===== config.mk =====
export PLATFORM = sky130hd
export DESIGN_NAME = uart_core
export DESIGN_NICKNAME = d
export VERILOG_FILES = /design/src/rtl/uart_pkg.sv /design/src/rtl/uart_fifo.sv /design/src/rtl/uart_core.sv
export SDC_FILE = /design/constraint.sdc
export NUM_CORES = 1
export LEC_CHECK = 0
export BUFFER_PORTS_ARGS = -buffer_cell sky130_fd_sc_hd__buf_4
export CAP_MARGIN = 5
export CORE_ASPECT_RATIO = 1.1
export CORE_MARGIN = 1
export CORE_UTILIZATION = 66
export CTS_CLUSTER_SIZE = 25
export DETAILED_ROUTE_END_ITERATION = 8
export PLACE_DENSITY = 0.85
export RECOVER_POWER = 25
export SLEW_MARGIN = 40
export SYNTH_ARGS = -nofsm -noshare
export SYNTH_HDL_FRONTEND = slang
export SYNTH_SLANG_ARGS = --single-unit

===== constraint.sdc =====
create_clock -name pclk -period 5.19 [get_ports pclk]
set_input_delay 0.519 -clock pclk [delete_from_list [all_inputs] [get_ports pclk]]
set_output_delay 0.519 -clock pclk [all_outputs]
set_load 0.01 [all_outputs]

===== src/rtl/uart_pkg.sv =====
// Shared constants for the serial transceiver core
package uart_pkg;
   // -------------------------------------------------------------------
   // Register byte offsets
   // -------------------------------------------------------------------
   localparam logic [7:0] OFF_DATA   = 8'h00;  // FIFO data window
   localparam logic [7:0] OFF_LINE_H = 8'h04;  // Frame format byte
   localparam logic [7:0] OFF_LINE_M = 8'h08;  // Divisor high byte
   localparam logic [7:0] OFF_LINE_L = 8'h0C;  // Divisor low byte
   localparam logic [7:0] OFF_CTRL   = 8'h10;  // Enable, masks, loopback
   localparam logic [7:0] OFF_STATUS = 8'h14;  // Flags, overrun clear
   localparam logic [7:0] OFF_INT    = 8'h18;  // Raw and masked requests
   // -------------------------------------------------------------------
   // Field positions
   // -------------------------------------------------------------------
   localparam int BRK_BIT   = 0;   // Line format: send break
   localparam int PEN_BIT   = 1;   // Line format: parity enable
   localparam int EPS_BIT   = 2;   // Line format: even parity
   localparam int STP2_BIT  = 3;   // Line format: two stop bits
   localparam int FEN_BIT   = 4;   // Line format: FIFOs enabled
   localparam int WLEN_LO   = 5;   // Line format: word length, 2 bits
   localparam int EN_BIT    = 0;   // Control: core enable
   localparam int MASK_LO   = 3;   // Control: four mask bits from here
   localparam int LOOP_BIT  = 7;   // Control: loopback enable
   localparam int OVR_BIT   = 0;   // Status: overrun
   localparam int BUSY_BIT  = 3;   // Status: busy
   localparam int RXFE_BIT  = 4;   // Status: receive FIFO empty
   localparam int TXFF_BIT  = 5;   // Status: transmit FIFO full
   localparam int RXFF_BIT  = 6;   // Status: receive FIFO full
   localparam int TXFE_BIT  = 7;   // Status: transmit FIFO empty
   localparam int FE_BIT    = 8;   // Receive entry: framing error
   localparam int PE_BIT    = 9;   // Receive entry: parity error
   localparam int BE_BIT    = 10;  // Receive entry: break error
   // -------------------------------------------------------------------
   // Sizes, reset values and timing counts
   // -------------------------------------------------------------------
   localparam int TX_WIDTH       = 8;
   localparam int RX_WIDTH       = 11;
   localparam int FIFO_DEPTH     = 16;
   localparam int CNT_W          = 5;             // Holds 0..16
   localparam logic [4:0] HALF   = 5'h08;         // Half-full level
   localparam logic [3:0] START_SAMPLE = 4'h7;    // Eighth tick
   localparam logic [3:0] BIT_END      = 4'hF;    // Sixteenth tick
   localparam int TIMEOUT_BITS   = 32;
   localparam int TIMEOUT_TICKS  = TIMEOUT_BITS * 16;
   localparam logic [7:0]  LINE_H_RST = 8'h70;    // 8 bits, FIFOs on
   localparam logic [15:0] DIV_RST    = 16'h0000;
   localparam logic [7:0]  CTRL_RST   = 8'h00;
   typedef enum logic [2:0] {S_IDLE, S_START, S_DATA, S_PARITY, S_STOP} serial_state_t;
endpackage : uart_pkg


===== src/rtl/uart_fifo.sv =====
// Synchronous first-in first-out store with occupancy count
`timescale 1ns/10ps
module uart_fifo #(
   parameter int WIDTH = 8,
   parameter int DEPTH = 16
) (
   input  wire logic                       pclk,
   input  wire logic                       presetn,
   input  wire logic                       push,      // Write, ignored when full
   input  wire logic [WIDTH-1:0]           push_data,
   input  wire logic                       pop,       // Read, ignored when empty
   output logic      [WIDTH-1:0]           head,      // Oldest entry
   output logic      [$clog2(DEPTH):0]     count      // Entries held
);
   localparam int AW = $clog2(DEPTH);
   logic [WIDTH-1:0] store [DEPTH];  // Entry storage
   logic [AW-1:0]    wr_ptr;         // Next slot to write
   logic [AW-1:0]    rd_ptr;         // Oldest slot
   wire              do_push = push && (count != AW'(0) + (AW+1)'(DEPTH));
   wire              do_pop  = pop && (count != '0);

   assign head = store[rd_ptr];

   // Storage write, no reset needed for data
   always_ff @(posedge pclk) begin
      if (do_push) begin
         store[wr_ptr] <= push_data;
      end
   end

   // Pointers and count
   always_ff @(posedge pclk or negedge presetn) begin
      if (!presetn) begin
         wr_ptr <= '0;
         rd_ptr <= '0;
         count  <= '0;
      end else begin
         wr_ptr <= wr_ptr + AW'(do_push);
         rd_ptr <= rd_ptr + AW'(do_pop);
         count  <= count + (AW+1)'(do_push) - (AW+1)'(do_pop);
      end
   end
endmodule : uart_fifo


===== src/rtl/uart_core.sv =====
// Serial transceiver core with baud generator, FIFOs and APB registers
`timescale 1ns/10ps
module uart_core (
   input  wire logic        pclk,
   input  wire logic        presetn,
   input  wire logic        psel,
   input  wire logic        penable,
   input  wire logic        pwrite,
   input  wire logic [7:0]  paddr,
   input  wire logic [31:0] pwdata,
   output logic      [31:0] prdata,
   output logic             pready,
   output logic             pslverr,
   input  wire logic        dma_tx_push,       // DMA byte into transmit FIFO
   input  wire logic [7:0]  dma_tx_data,
   input  wire logic        dma_rx_pop,        // DMA takes head of receive FIFO
   output logic             dma_tx_room,       // Transmit FIFO not full
   output logic             dma_rx_avail,      // Receive FIFO not empty
   input  wire logic        modem_status_event,// Pulse from outside modem logic
   input  wire logic        serial_rx_line,
   output logic             serial_tx_line,
   output logic             busy,
   output logic             rx_fifo_irq,
   output logic             tx_fifo_irq,
   output logic             rx_timeout_irq,
   output logic             modem_status_irq,
   output logic             combined_irq
);
   // ----------------------------------------------------------------
   // Register state
   // ----------------------------------------------------------------
   logic [7:0]  line_h;        // Frame format
   logic [15:0] divisor;       // Baud divisor
   logic [7:0]  ctrl;          // Enable, masks, loopback
   logic        overrun;       // Sticky overrun
   logic        ms_pending;    // Sticky modem status change
   logic [3:0]  raw_irq;       // ms, rx, tx, rt

   // ----------------------------------------------------------------
   // Bus decode
   // ----------------------------------------------------------------
   wire setup    = psel && !penable;
   wire wr_xfer  = psel && penable && pready && pwrite;
   wire rd_xfer  = psel && penable && pready && !pwrite;
   wire hit_data = paddr == uart_pkg::OFF_DATA;
   wire hit_h    = paddr == uart_pkg::OFF_LINE_H;
   wire hit_m    = paddr == uart_pkg::OFF_LINE_M;
   wire hit_l    = paddr == uart_pkg::OFF_LINE_L;
   wire hit_ctrl = paddr == uart_pkg::OFF_CTRL;
   wire hit_stat = paddr == uart_pkg::OFF_STATUS;
   wire hit_int  = paddr == uart_pkg::OFF_INT;
   wire fifo_en  = line_h[uart_pkg::FEN_BIT];
   wire loop_en  = ctrl[uart_pkg::LOOP_BIT];
   wire core_en  = ctrl[uart_pkg::EN_BIT];

   // ----------------------------------------------------------------
   // FIFOs
   // ----------------------------------------------------------------
   logic [7:0]  tx_head;       // Next byte to send
   logic [4:0]  tx_count;      // Transmit occupancy
   logic [10:0] rx_head;       // Oldest received entry
   logic [4:0]  rx_count;      // Receive occupancy
   logic        tx_load;       // Shifter takes head
   logic        rx_done;       // Character complete
   logic [10:0] rx_entry;      // Character with error bits
   // Full level shrinks to one entry when FIFOs are off
   wire [4:0] full_level = fifo_en ? 5'(uart_pkg::FIFO_DEPTH) : 5'h01;
   wire tx_full  = tx_count >= full_level;
   wire rx_full  = rx_count >= full_level;
   wire tx_empty = tx_count == 5'h00;
   wire rx_empty = rx_count == 5'h00;
   wire tx_push  = ((wr_xfer && hit_data) || dma_tx_push) && !tx_full;
   wire [7:0] tx_in = (wr_xfer && hit_data) ? pwdata[7:0] : dma_tx_data;
   wire rx_pop   = (rd_xfer && hit_data) || dma_rx_pop;
   wire rx_push  = rx_done && !rx_full;

   uart_fifo #(.WIDTH(uart_pkg::TX_WIDTH), .DEPTH(uart_pkg::FIFO_DEPTH)) u_tx_fifo (
      .pclk      (pclk),
      .presetn   (presetn),
      .push      (tx_push),
      .push_data (tx_in),
      .pop       (tx_load),
      .head      (tx_head),
      .count     (tx_count)
   );

   uart_fifo #(.WIDTH(uart_pkg::RX_WIDTH), .DEPTH(uart_pkg::FIFO_DEPTH)) u_rx_fifo (
      .pclk      (pclk),
      .presetn   (presetn),
      .push      (rx_push),
      .push_data (rx_entry),
      .pop       (rx_pop),
      .head      (rx_head),
      .count     (rx_count)
   );

   // ----------------------------------------------------------------
   // Baud generator
   // ----------------------------------------------------------------
   logic [15:0] baud_cnt;      // Down counter
   logic        baud_tick_x16; // One-cycle tick, sixteen per bit
   // Reload at zero and emit a tick
   always_ff @(posedge pclk or negedge presetn) begin
      if (!presetn) begin
         baud_cnt      <= 16'h0000;
         baud_tick_x16 <= 1'b0;
      end else if (baud_cnt == 16'h0000) begin
         baud_cnt      <= divisor;
         baud_tick_x16 <= 1'b1;
      end else begin
         baud_cnt      <= baud_cnt - 16'h0001;
         baud_tick_x16 <= 1'b0;
      end
   end

   // ----------------------------------------------------------------
   // Transmitter
   // ----------------------------------------------------------------
   uart_pkg::serial_state_t tx_state;
   logic [3:0] tx_sub;         // Tick within bit
   logic [2:0] tx_bit;         // Bit index or stop count
   logic [7:0] tx_shift;       // Shifting data
   logic       tx_par;         // Running parity
   logic       tx_out;         // Frame level before break
   wire [2:0] last_bit = 3'(4) + line_h[uart_pkg::WLEN_LO +: 2];
   wire [2:0] last_stop = {2'b00, line_h[uart_pkg::STP2_BIT]};
   wire tx_bit_end = baud_tick_x16 && (tx_sub == uart_pkg::BIT_END);
   assign tx_load = (tx_state == uart_pkg::S_IDLE) && !tx_empty && core_en;

   // Frame sequencer: start, data LSB first, parity, stops
   always_ff @(posedge pclk or negedge presetn) begin
      if (!presetn) begin
         tx_state <= uart_pkg::S_IDLE;
         tx_sub   <= 4'h0;
         tx_bit   <= 3'h0;
         tx_shift <= 8'h00;
         tx_par   <= 1'b0;
         tx_out   <= 1'b1;
      end else begin
         if (baud_tick_x16) begin
            tx_sub <= tx_sub + 4'h1;
         end
         unique case (tx_state)
            uart_pkg::S_IDLE: begin
               tx_out <= 1'b1;
               if (tx_load) begin
                  tx_shift <= tx_head;
                  tx_par   <= !line_h[uart_pkg::EPS_BIT];
                  tx_sub   <= 4'h0;
                  tx_out   <= 1'b0;
                  tx_state <= uart_pkg::S_START;
               end
            end
            uart_pkg::S_START: begin
               if (tx_bit_end) begin
                  tx_out   <= tx_shift[0];
                  tx_par   <= tx_par ^ tx_shift[0];
                  tx_shift <= tx_shift >> 1;
                  tx_bit   <= 3'h0;
                  tx_state <= uart_pkg::S_DATA;
               end
            end
            uart_pkg::S_DATA: begin
               if (tx_bit_end) begin
                  if (tx_bit != last_bit) begin
                     tx_out   <= tx_shift[0];
                     tx_par   <= tx_par ^ tx_shift[0];
                     tx_shift <= tx_shift >> 1;
                     tx_bit   <= tx_bit + 3'h1;
                  end else if (line_h[uart_pkg::PEN_BIT]) begin
                     tx_out   <= tx_par;
                     tx_state <= uart_pkg::S_PARITY;
                  end else begin
                     tx_out   <= 1'b1;
                     tx_bit   <= 3'h0;
                     tx_state <= uart_pkg::S_STOP;
                  end
               end
            end
            uart_pkg::S_PARITY: begin
               if (tx_bit_end) begin
                  tx_out   <= 1'b1;
                  tx_bit   <= 3'h0;
                  tx_state <= uart_pkg::S_STOP;
               end
            end
            uart_pkg::S_STOP: begin
               if (tx_bit_end) begin
                  if (tx_bit != last_stop) begin
                     tx_bit <= tx_bit + 3'h1;
                  end else begin
                     tx_state <= uart_pkg::S_IDLE;
                  end
               end
            end
         endcase
      end
   end

   // ----------------------------------------------------------------
   // Receiver
   // ----------------------------------------------------------------
   logic       rx_meta;        // First synchroniser stage
   logic       rx_sync;        // Second synchroniser stage
   uart_pkg::serial_state_t rx_state;
   logic [3:0] rx_sub;         // Tick within bit
   logic [2:0] rx_bit;         // Data bit index
   logic [7:0] rx_shift;       // Assembled byte
   logic       rx_par;         // Running parity
   logic       rx_zero;        // Every bit so far low
   wire rx_in = loop_en ? serial_tx_line : rx_sync;
   wire rx_sample = baud_tick_x16 && (rx_sub == uart_pkg::BIT_END);
   wire [7:0] rx_byte = rx_shift >> (3'(7) - last_bit);

   // Two-stage synchroniser on the line input
   always_ff @(posedge pclk or negedge presetn) begin
      if (!presetn) begin
         rx_meta <= 1'b1;
         rx_sync <= 1'b1;
      end else begin
         rx_meta <= serial_rx_line;
         rx_sync <= rx_meta;
      end
   end

   // Frame receiver with start validation and error capture
   always_ff @(posedge pclk or negedge presetn) begin
      if (!presetn) begin
         rx_state <= uart_pkg::S_IDLE;
         rx_sub   <= 4'h0;
         rx_bit   <= 3'h0;
         rx_shift <= 8'h00;
         rx_par   <= 1'b0;
         rx_zero  <= 1'b0;
         rx_done  <= 1'b0;
         rx_entry <= 11'h000;
      end else begin
         rx_done <= 1'b0;
         if (baud_tick_x16) begin
            rx_sub <= rx_sub + 4'h1;
         end
         unique case (rx_state)
            uart_pkg::S_IDLE: begin
               if (core_en && !rx_in) begin
                  rx_sub   <= 4'h0;
                  rx_state <= uart_pkg::S_START;
               end
            end
            uart_pkg::S_START: begin
               if (baud_tick_x16 && rx_sub == uart_pkg::START_SAMPLE) begin
                  rx_sub   <= 4'h0;
                  rx_bit   <= 3'h0;
                  rx_par   <= !line_h[uart_pkg::EPS_BIT];
                  rx_zero  <= 1'b1;
                  rx_state <= rx_in ? uart_pkg::S_IDLE : uart_pkg::S_DATA;
               end
            end
            uart_pkg::S_DATA: begin
               if (rx_sample) begin
                  rx_shift <= {rx_in, rx_shift[7:1]};
                  rx_par   <= rx_par ^ rx_in;
                  rx_zero  <= rx_zero && !rx_in;
                  rx_bit   <= rx_bit + 3'h1;
                  if (rx_bit == last_bit) begin
                     rx_state <= line_h[uart_pkg::PEN_BIT] ? uart_pkg::S_PARITY : uart_pkg::S_STOP;
                  end
               end
            end
            uart_pkg::S_PARITY: begin
               if (rx_sample) begin
                  rx_par   <= rx_par ^ rx_in;
                  rx_zero  <= rx_zero && !rx_in;
                  rx_state <= uart_pkg::S_STOP;
               end
            end
            uart_pkg::S_STOP: begin
               if (rx_sample) begin
                  rx_entry[7:0]               <= rx_byte;
                  rx_entry[uart_pkg::FE_BIT]  <= !rx_in;
                  // Running parity ends at zero for a good character, so a one is an error
                  rx_entry[uart_pkg::PE_BIT]  <= line_h[uart_pkg::PEN_BIT] && rx_par;
                  rx_entry[uart_pkg::BE_BIT]  <= rx_zero && !rx_in;
                  rx_done  <= 1'b1;
                  rx_state <= uart_pkg::S_IDLE;
               end
            end
         endcase
      end
   end

   // ----------------------------------------------------------------
   // Receive timeout: ticks since last FIFO activity
   // ----------------------------------------------------------------
   logic [9:0] idle_ticks;     // Counts to the timeout
   logic       timeout;        // Latched timeout
   // Restart on push or pop, clear when empty
   always_ff @(posedge pclk or negedge presetn) begin
      if (!presetn) begin
         idle_ticks <= 10'h000;
         timeout    <= 1'b0;
      end else if (rx_empty || rx_push || rx_pop) begin
         idle_ticks <= 10'h000;
         timeout    <= timeout && !rx_empty;
      end else if (baud_tick_x16) begin
         if (idle_ticks == 10'(uart_pkg::TIMEOUT_TICKS - 1)) begin
            timeout <= 1'b1;
         end else begin
            idle_ticks <= idle_ticks + 10'h001;
         end
      end
   end

   // ----------------------------------------------------------------
   // Requests and status
   // ----------------------------------------------------------------
   wire rx_level = fifo_en ? (rx_count >= uart_pkg::HALF) : !rx_empty;
   wire tx_level = fifo_en ? (tx_count <= uart_pkg::HALF) : tx_empty;
   wire [3:0] next_raw = {timeout, tx_level, rx_level, ms_pending};
   wire [3:0] masked   = raw_irq & ctrl[uart_pkg::MASK_LO +: 4];
   wire [7:0] status   = {tx_empty, rx_full, tx_full, rx_empty, busy, 2'b00, overrun};
   wire [31:0] rd_mux  = hit_data ? {21'h000000, rx_head} :
                         hit_h    ? {24'h000000, line_h} :
                         hit_m    ? {24'h000000, divisor[15:8]} :
                         hit_l    ? {24'h000000, divisor[7:0]} :
                         hit_ctrl ? {24'h000000, ctrl} :
                         hit_stat ? {24'h000000, status} :
                         hit_int  ? {24'h000000, masked, raw_irq} : 32'h00000000;

   // Register writes and sticky flags, a new event wins over a clear
   always_ff @(posedge pclk or negedge presetn) begin
      if (!presetn) begin
         line_h     <= uart_pkg::LINE_H_RST;
         divisor    <= uart_pkg::DIV_RST;
         ctrl       <= uart_pkg::CTRL_RST;
         overrun    <= 1'b0;
         ms_pending <= 1'b0;
      end else begin
         if (wr_xfer && hit_h) line_h <= pwdata[7:0];
         if (wr_xfer && hit_m) divisor[15:8] <= pwdata[7:0];
         if (wr_xfer && hit_l) divisor[7:0] <= pwdata[7:0];
         if (wr_xfer && hit_ctrl) ctrl <= pwdata[7:0];
         overrun <= (rx_done && rx_full) || (overrun && !(wr_xfer && hit_stat && pwdata[uart_pkg::OVR_BIT]));
         ms_pending <= modem_status_event || (ms_pending && !(wr_xfer && hit_int));
      end
   end

   // APB answer: data latched in setup, ready in the access cycle
   always_ff @(posedge pclk or negedge presetn) begin
      if (!presetn) begin
         prdata  <= 32'h00000000;
         pready  <= 1'b0;
         pslverr <= 1'b0;
      end else begin
         pready  <= setup;
         pslverr <= 1'b0;
         if (setup && !pwrite) prdata <= rd_mux;
      end
   end

   // Registered pin, request and DMA outputs
   always_ff @(posedge pclk or negedge presetn) begin
      if (!presetn) begin
         serial_tx_line   <= 1'b1;
         busy             <= 1'b0;
         raw_irq          <= 4'h0;
         rx_fifo_irq      <= 1'b0;
         tx_fifo_irq      <= 1'b0;
         rx_timeout_irq   <= 1'b0;
         modem_status_irq <= 1'b0;
         combined_irq     <= 1'b0;
         dma_tx_room      <= 1'b0;
         dma_rx_avail     <= 1'b0;
      end else begin
         serial_tx_line   <= tx_out && !line_h[uart_pkg::BRK_BIT];
         busy             <= !tx_empty || tx_push || (tx_state != uart_pkg::S_IDLE);
         raw_irq          <= next_raw;
         modem_status_irq <= masked[0];
         rx_fifo_irq      <= masked[1];
         tx_fifo_irq      <= masked[2];
         rx_timeout_irq   <= masked[3];
         combined_irq     <= |masked;
         dma_tx_room      <= !tx_full;
         dma_rx_avail     <= !rx_empty;
      end
   end
endmodule : uart_core


==> metrics.md <==
| Metric | Value |
|---|---|
| Status | `completed` |
| RSZ-0062 raised after global routing | `false` |
| Area Overhead vs Synth | `11.7%` |
| Leakage | `around 8 nW` |
| Worst stage delay on the critical path | `roughly 0.78 ns` |
| DRT iter0 DRCs | `1758` |
| Top cell type's share of synthesized area | `44.6%` |
| Final instance area | `~23000 sq um` |
| Kind of critical path | `reg -> reg` |
| CP Max Fanout | `6` |
| Deepest clock path buffer count | `3` |
| CP Depth | `8` |
| Worst Path Buf+Inv | `2` |
| Post-synthesis sequential area ratio | `between 60% and 70%` |
| PnR Total Power | `around 9.4 mW` |
| PD cells | `a little over 400 nW/um^2` |
| Syn Inst Count | `between 1000 and 1500` |
| Total setup buffers inserted after CTS | `0` |
| Final HPWL DP | `approximately 29000 microns` |
| Layout cell share with drive strength beyond 1 | `between 20% and 30%` |
| Largest net degree at the start of global routing | `between 60 and 70` |
| Rows | `67` |
| Reg area | `13300 sq um` |
| GP Congestion | `slightly below 0.9` |
| Die height | `between 150 and 200 microns` |
| Htree depth | `2` |
| Clock power frac | `between 30% and 40%` |
| Hold depth | `1` |
| First-pass GRT wire length | `between 70000 and 80000 microns` |
| Setup_tns | `0 ns` |
| WP data required | `about 5.4 ns` |
| Detailed Routing Iterations Pass 1 | `9` |
| Antenna-violating nets left | `0` |
| P_sw | `about 2.5 mW` |
| Reg power frac | `about half` |
| Initial antenna violation count | `0` |
| Gate power share | `15.2%` |
| Avg Cell Area, Syn | `about 15 sq um` |
| Cell variety after synth | `just under 80` |
| Via density | `around 6.6` |
| Worst-margin pin slew | `0.863 ns` |
| CP max-delay cell | `a211oi_1` |
| ANT cells | `0` |
| Clock transition at the registers of the reported paths | `roughly 0.060 ns` |
| Hold slack | `around 0.07 ns` |
| Worst R2R Path Depth | `8` |
| GRT Util Overall | `about 31%` |
| Nets | `between 1000 and 1500` |
| Yosys warns | `0` |
| Setup Viol. Count Final | `0` |
| GRT overflow | `0` |
| Final hold violations | `0` |
| Cts bufs inserted | `46` |
| Worst setup margin | `~1.5 ns` |
| Clock sinks | `between 400 and 500` |
| Sw frac | `a little over a quarter` |
| Wire per inst | `around 26 microns` |
| Vias | `~12000` |
| Final Cycle Share | `a little over two thirds` |
| Vias in the first global route | `12400` |
| Clk_lat worst skew | `about 0.58 ns` |
| Pint | `between 6 and 7 mW` |
| Root Buffer | `clkbuf_16` |
| Place WS | `between 1 and 1.5 ns` |
| TritonCTS clock tree | `built` |
| Mapped Area | `just over 20000 sq um` |
| Synth Register Bits | `471` |
| CP Data Arrival Time | `slightly below 4 ns` |
| Hold WC Path Type | `in -> reg` |
| Core Box Area | `between 30000 and 40000 sq um` |
| Die area | `around 32000 sq um` |
| CP top delay family | `simple AND/OR/NAND/NOR gates` |
| Initial Util | `67.2%` |
| DRC violations left | `0` |
| Die Span X | `around 170 microns` |
| Type of origin of the critical path | `flip-flop` |
| Number of enable flip-flop cells after synthesis | `~300` |
| Peak supply drop | `356 uV` |
| CP Capture Type | `flip-flop` |
| Footprint of the multi-input gates | `about 6600 sq um` |
| Placed Area | `around 21000 sq um` |
| PortBufs | `between 50 and 60` |
| Leading area contributor after synthesis | `edfxtp_1` |
| Ys async rst share | `35.5%` |
| Critical-path cell list | `inv_1 > ha_1 > nand2_1 > o2111ai_1 > a211oi_1 > or3b_2 > nor2_2 > buf_4` |
| Slew HR | `42.3%` |
| Layout Skew | `about 0.034 ns` |
| Max cap viols | `0` |
| Layout filler cell count | `roughly 1700` |
| Max Freq | `~270 MHz` |
| Final wirelength | `about 48000 microns` |
| Final min period | `approximately 3.7 ns` |
| Dominant synthesized flop cell | `edfxtp_1` |
| I/O pins | `100` |
| Final slew viol count | `0` |
| # resized after CTS | `0` |
| Dominant cells by area after synthesis | `edfxtp_1 45%, dfrtp_1 20%, mux4_2 9.7%, mux2_2 3.1%, ha_1 2.3%` |
==> state kept, by name, indices dropped and copies added (netlist names), 4 cells and up <==
signal / flops
baud_cnt: 16
ctrl: 8
divisor: 16
idle_ticks: 10
line_h: 8
prdata: 11
raw_irq: 4
rx_entry: 11
rx_shift: 8
rx_sub: 4
tx_shift: 8
tx_sub: 4
u_rx_fifo.count: 5
u_rx_fifo.rd_ptr: 4
u_rx_fifo.store: 176
u_rx_fifo.wr_ptr: 4
u_tx_fifo.count: 5
u_tx_fifo.rd_ptr: 4
u_tx_fifo.store: 128
u_tx_fifo.wr_ptr: 4
==> power by group through the flow <==
stage / registers (mW) / clock network, mW / logic (mW)
final: 4.54 / 3.45 / 1.43
after detailed placement: 4.59 / 0 / 1.39
after floorplan: 4.46 / 0 / 1.13
after CTS: 4.53 / 3.48 / 1.43
after global placement: 4.57 / 0 / 1.33
after global routing: 4.56 / 3.63 / 1.57
==> area by class of cell <==
cell class                 instances  share of cell area [%]
clock buffer                      58                    5.46
sequential                       471                    58.3
multi-input combinational        753                    29.1
tap                              414                    2.27
timing repair buffer              79                    2.61
clock inverter                    27                    1.40
inverter                          48                   0.789
==> logic make-up (layout without fill, tap and decap cells) <==
logic type	count (synthesis)	after routing	synth area share (%)
multiplexers	171	171	14.1
adder cells (fa/ha/maj)	39	39	2.46
AO/OA/AOI/OAI	167	167	5.45
AND/OR/NAND/NOR	303	303	7.53
flip-flops	471	471	65.1
buffers and inverters	134	212	3.10
other	1	22	0.0183
XOR/XNOR	51	51	2.18
==> cells in the mapped netlist (4+ instances only) <==
| cell | number |
|---|---|
| dfrtp_1 | 160 |
| a21oi_2 | 4 |
| nand3_1 | 20 |
| a21oi_1 | 38 |
| o31ai_1 | 5 |
| and3_1 | 5 |
| nor2_1 | 108 |
| or4b_2 | 5 |
| mux4_2 | 88 |
| o221ai_1 | 11 |
| ha_1 | 37 |
| mux2i_1 | 25 |
| clkbuf_1 | 43 |
| nand4_1 | 10 |
| or4_1 | 4 |
| nor3_1 | 22 |
| xor2_1 | 20 |
| o21ai_0 | 47 |
| buf_6 | 5 |
| nor4_1 | 8 |
| edfxtp_1 | 304 |
| mux2_2 | 57 |
| a211oi_1 | 7 |
| nor2b_1 | 9 |
| buf_4 | 22 |
| a22o_1 | 6 |
| and2_1 | 5 |
| nand2_1 | 54 |
| nand3b_1 | 9 |
| nand2b_1 | 18 |
| dfstp_2 | 7 |
| inv_1 | 47 |
| buf_1 | 8 |
| a41oi_1 | 4 |
| buf_2 | 8 |
| xnor2_1 | 31 |
| or3_1 | 5 |
| a31oi_1 | 5 |
==> final timing paths <==
| path | endpoint | slack (ns) | startpoint |
|---|---|---|---|
| worst max-delay path | u_rx_fifo.store[12][3] | 1.52 | line_h[4] |
| worst min-delay path | rx_meta | 0.07 | serial_rx_line |
| worst max register to register | u_rx_fifo.store[12][3] | 1.52 | line_h[4] |
| worst min register to register | rx_sync | 0.35 | rx_meta |
| max in group asynchronous | u_rx_fifo.rd_ptr[0] | 3.46 | presetn |
| min in group asynchronous | baud_cnt[14] | 0.54 | presetn |
==> per-layer routing <==
layer  track usage [%]  vias to the layer above  share of wire (%)
met3              5.71                      166                8.5
met1              40.4                     6108                 37
met5                 0                        -                  0
met4              13.8                        0                4.8
li1                  -                     5159                  -
met2              51.8                      785                 50
==> layout by cell type, fill, tap and decap left out, types with 25 or more instances in the layout <==
cell type	Yosys	final
edfxtp_1	304	304
dfrtp_1	160	157
nor2_1	108	95
mux4_2	88	88
buf_4	22	75
mux2_2	57	57
nand2_1	54	54
inv_1	47	47
o21ai_0	47	47
clkbuf_16	0	47
a21oi_1	38	38
ha_1	37	37
xnor2_1	31	31
mux2i_1	25	25
==> repair_timing <==
action / CTS / global route
hold buffers: 1 / 0
endpoints found under the setup margin: 0 / 0
hold endpoints to repair: 29 / 0
==> through the flow <==
stage / util, % / instances
2_1_floorplan: - / 1358
3_3_place_gp: 69.7 / 1764
4_1_cts: 75.0 / 1850
3_5_place_dp: 69.8 / 1764
6_report: 75.0 / 1850
5_1_grt: 75.0 / 1850
Note: power is estimated with default switching activity, not from simulation.
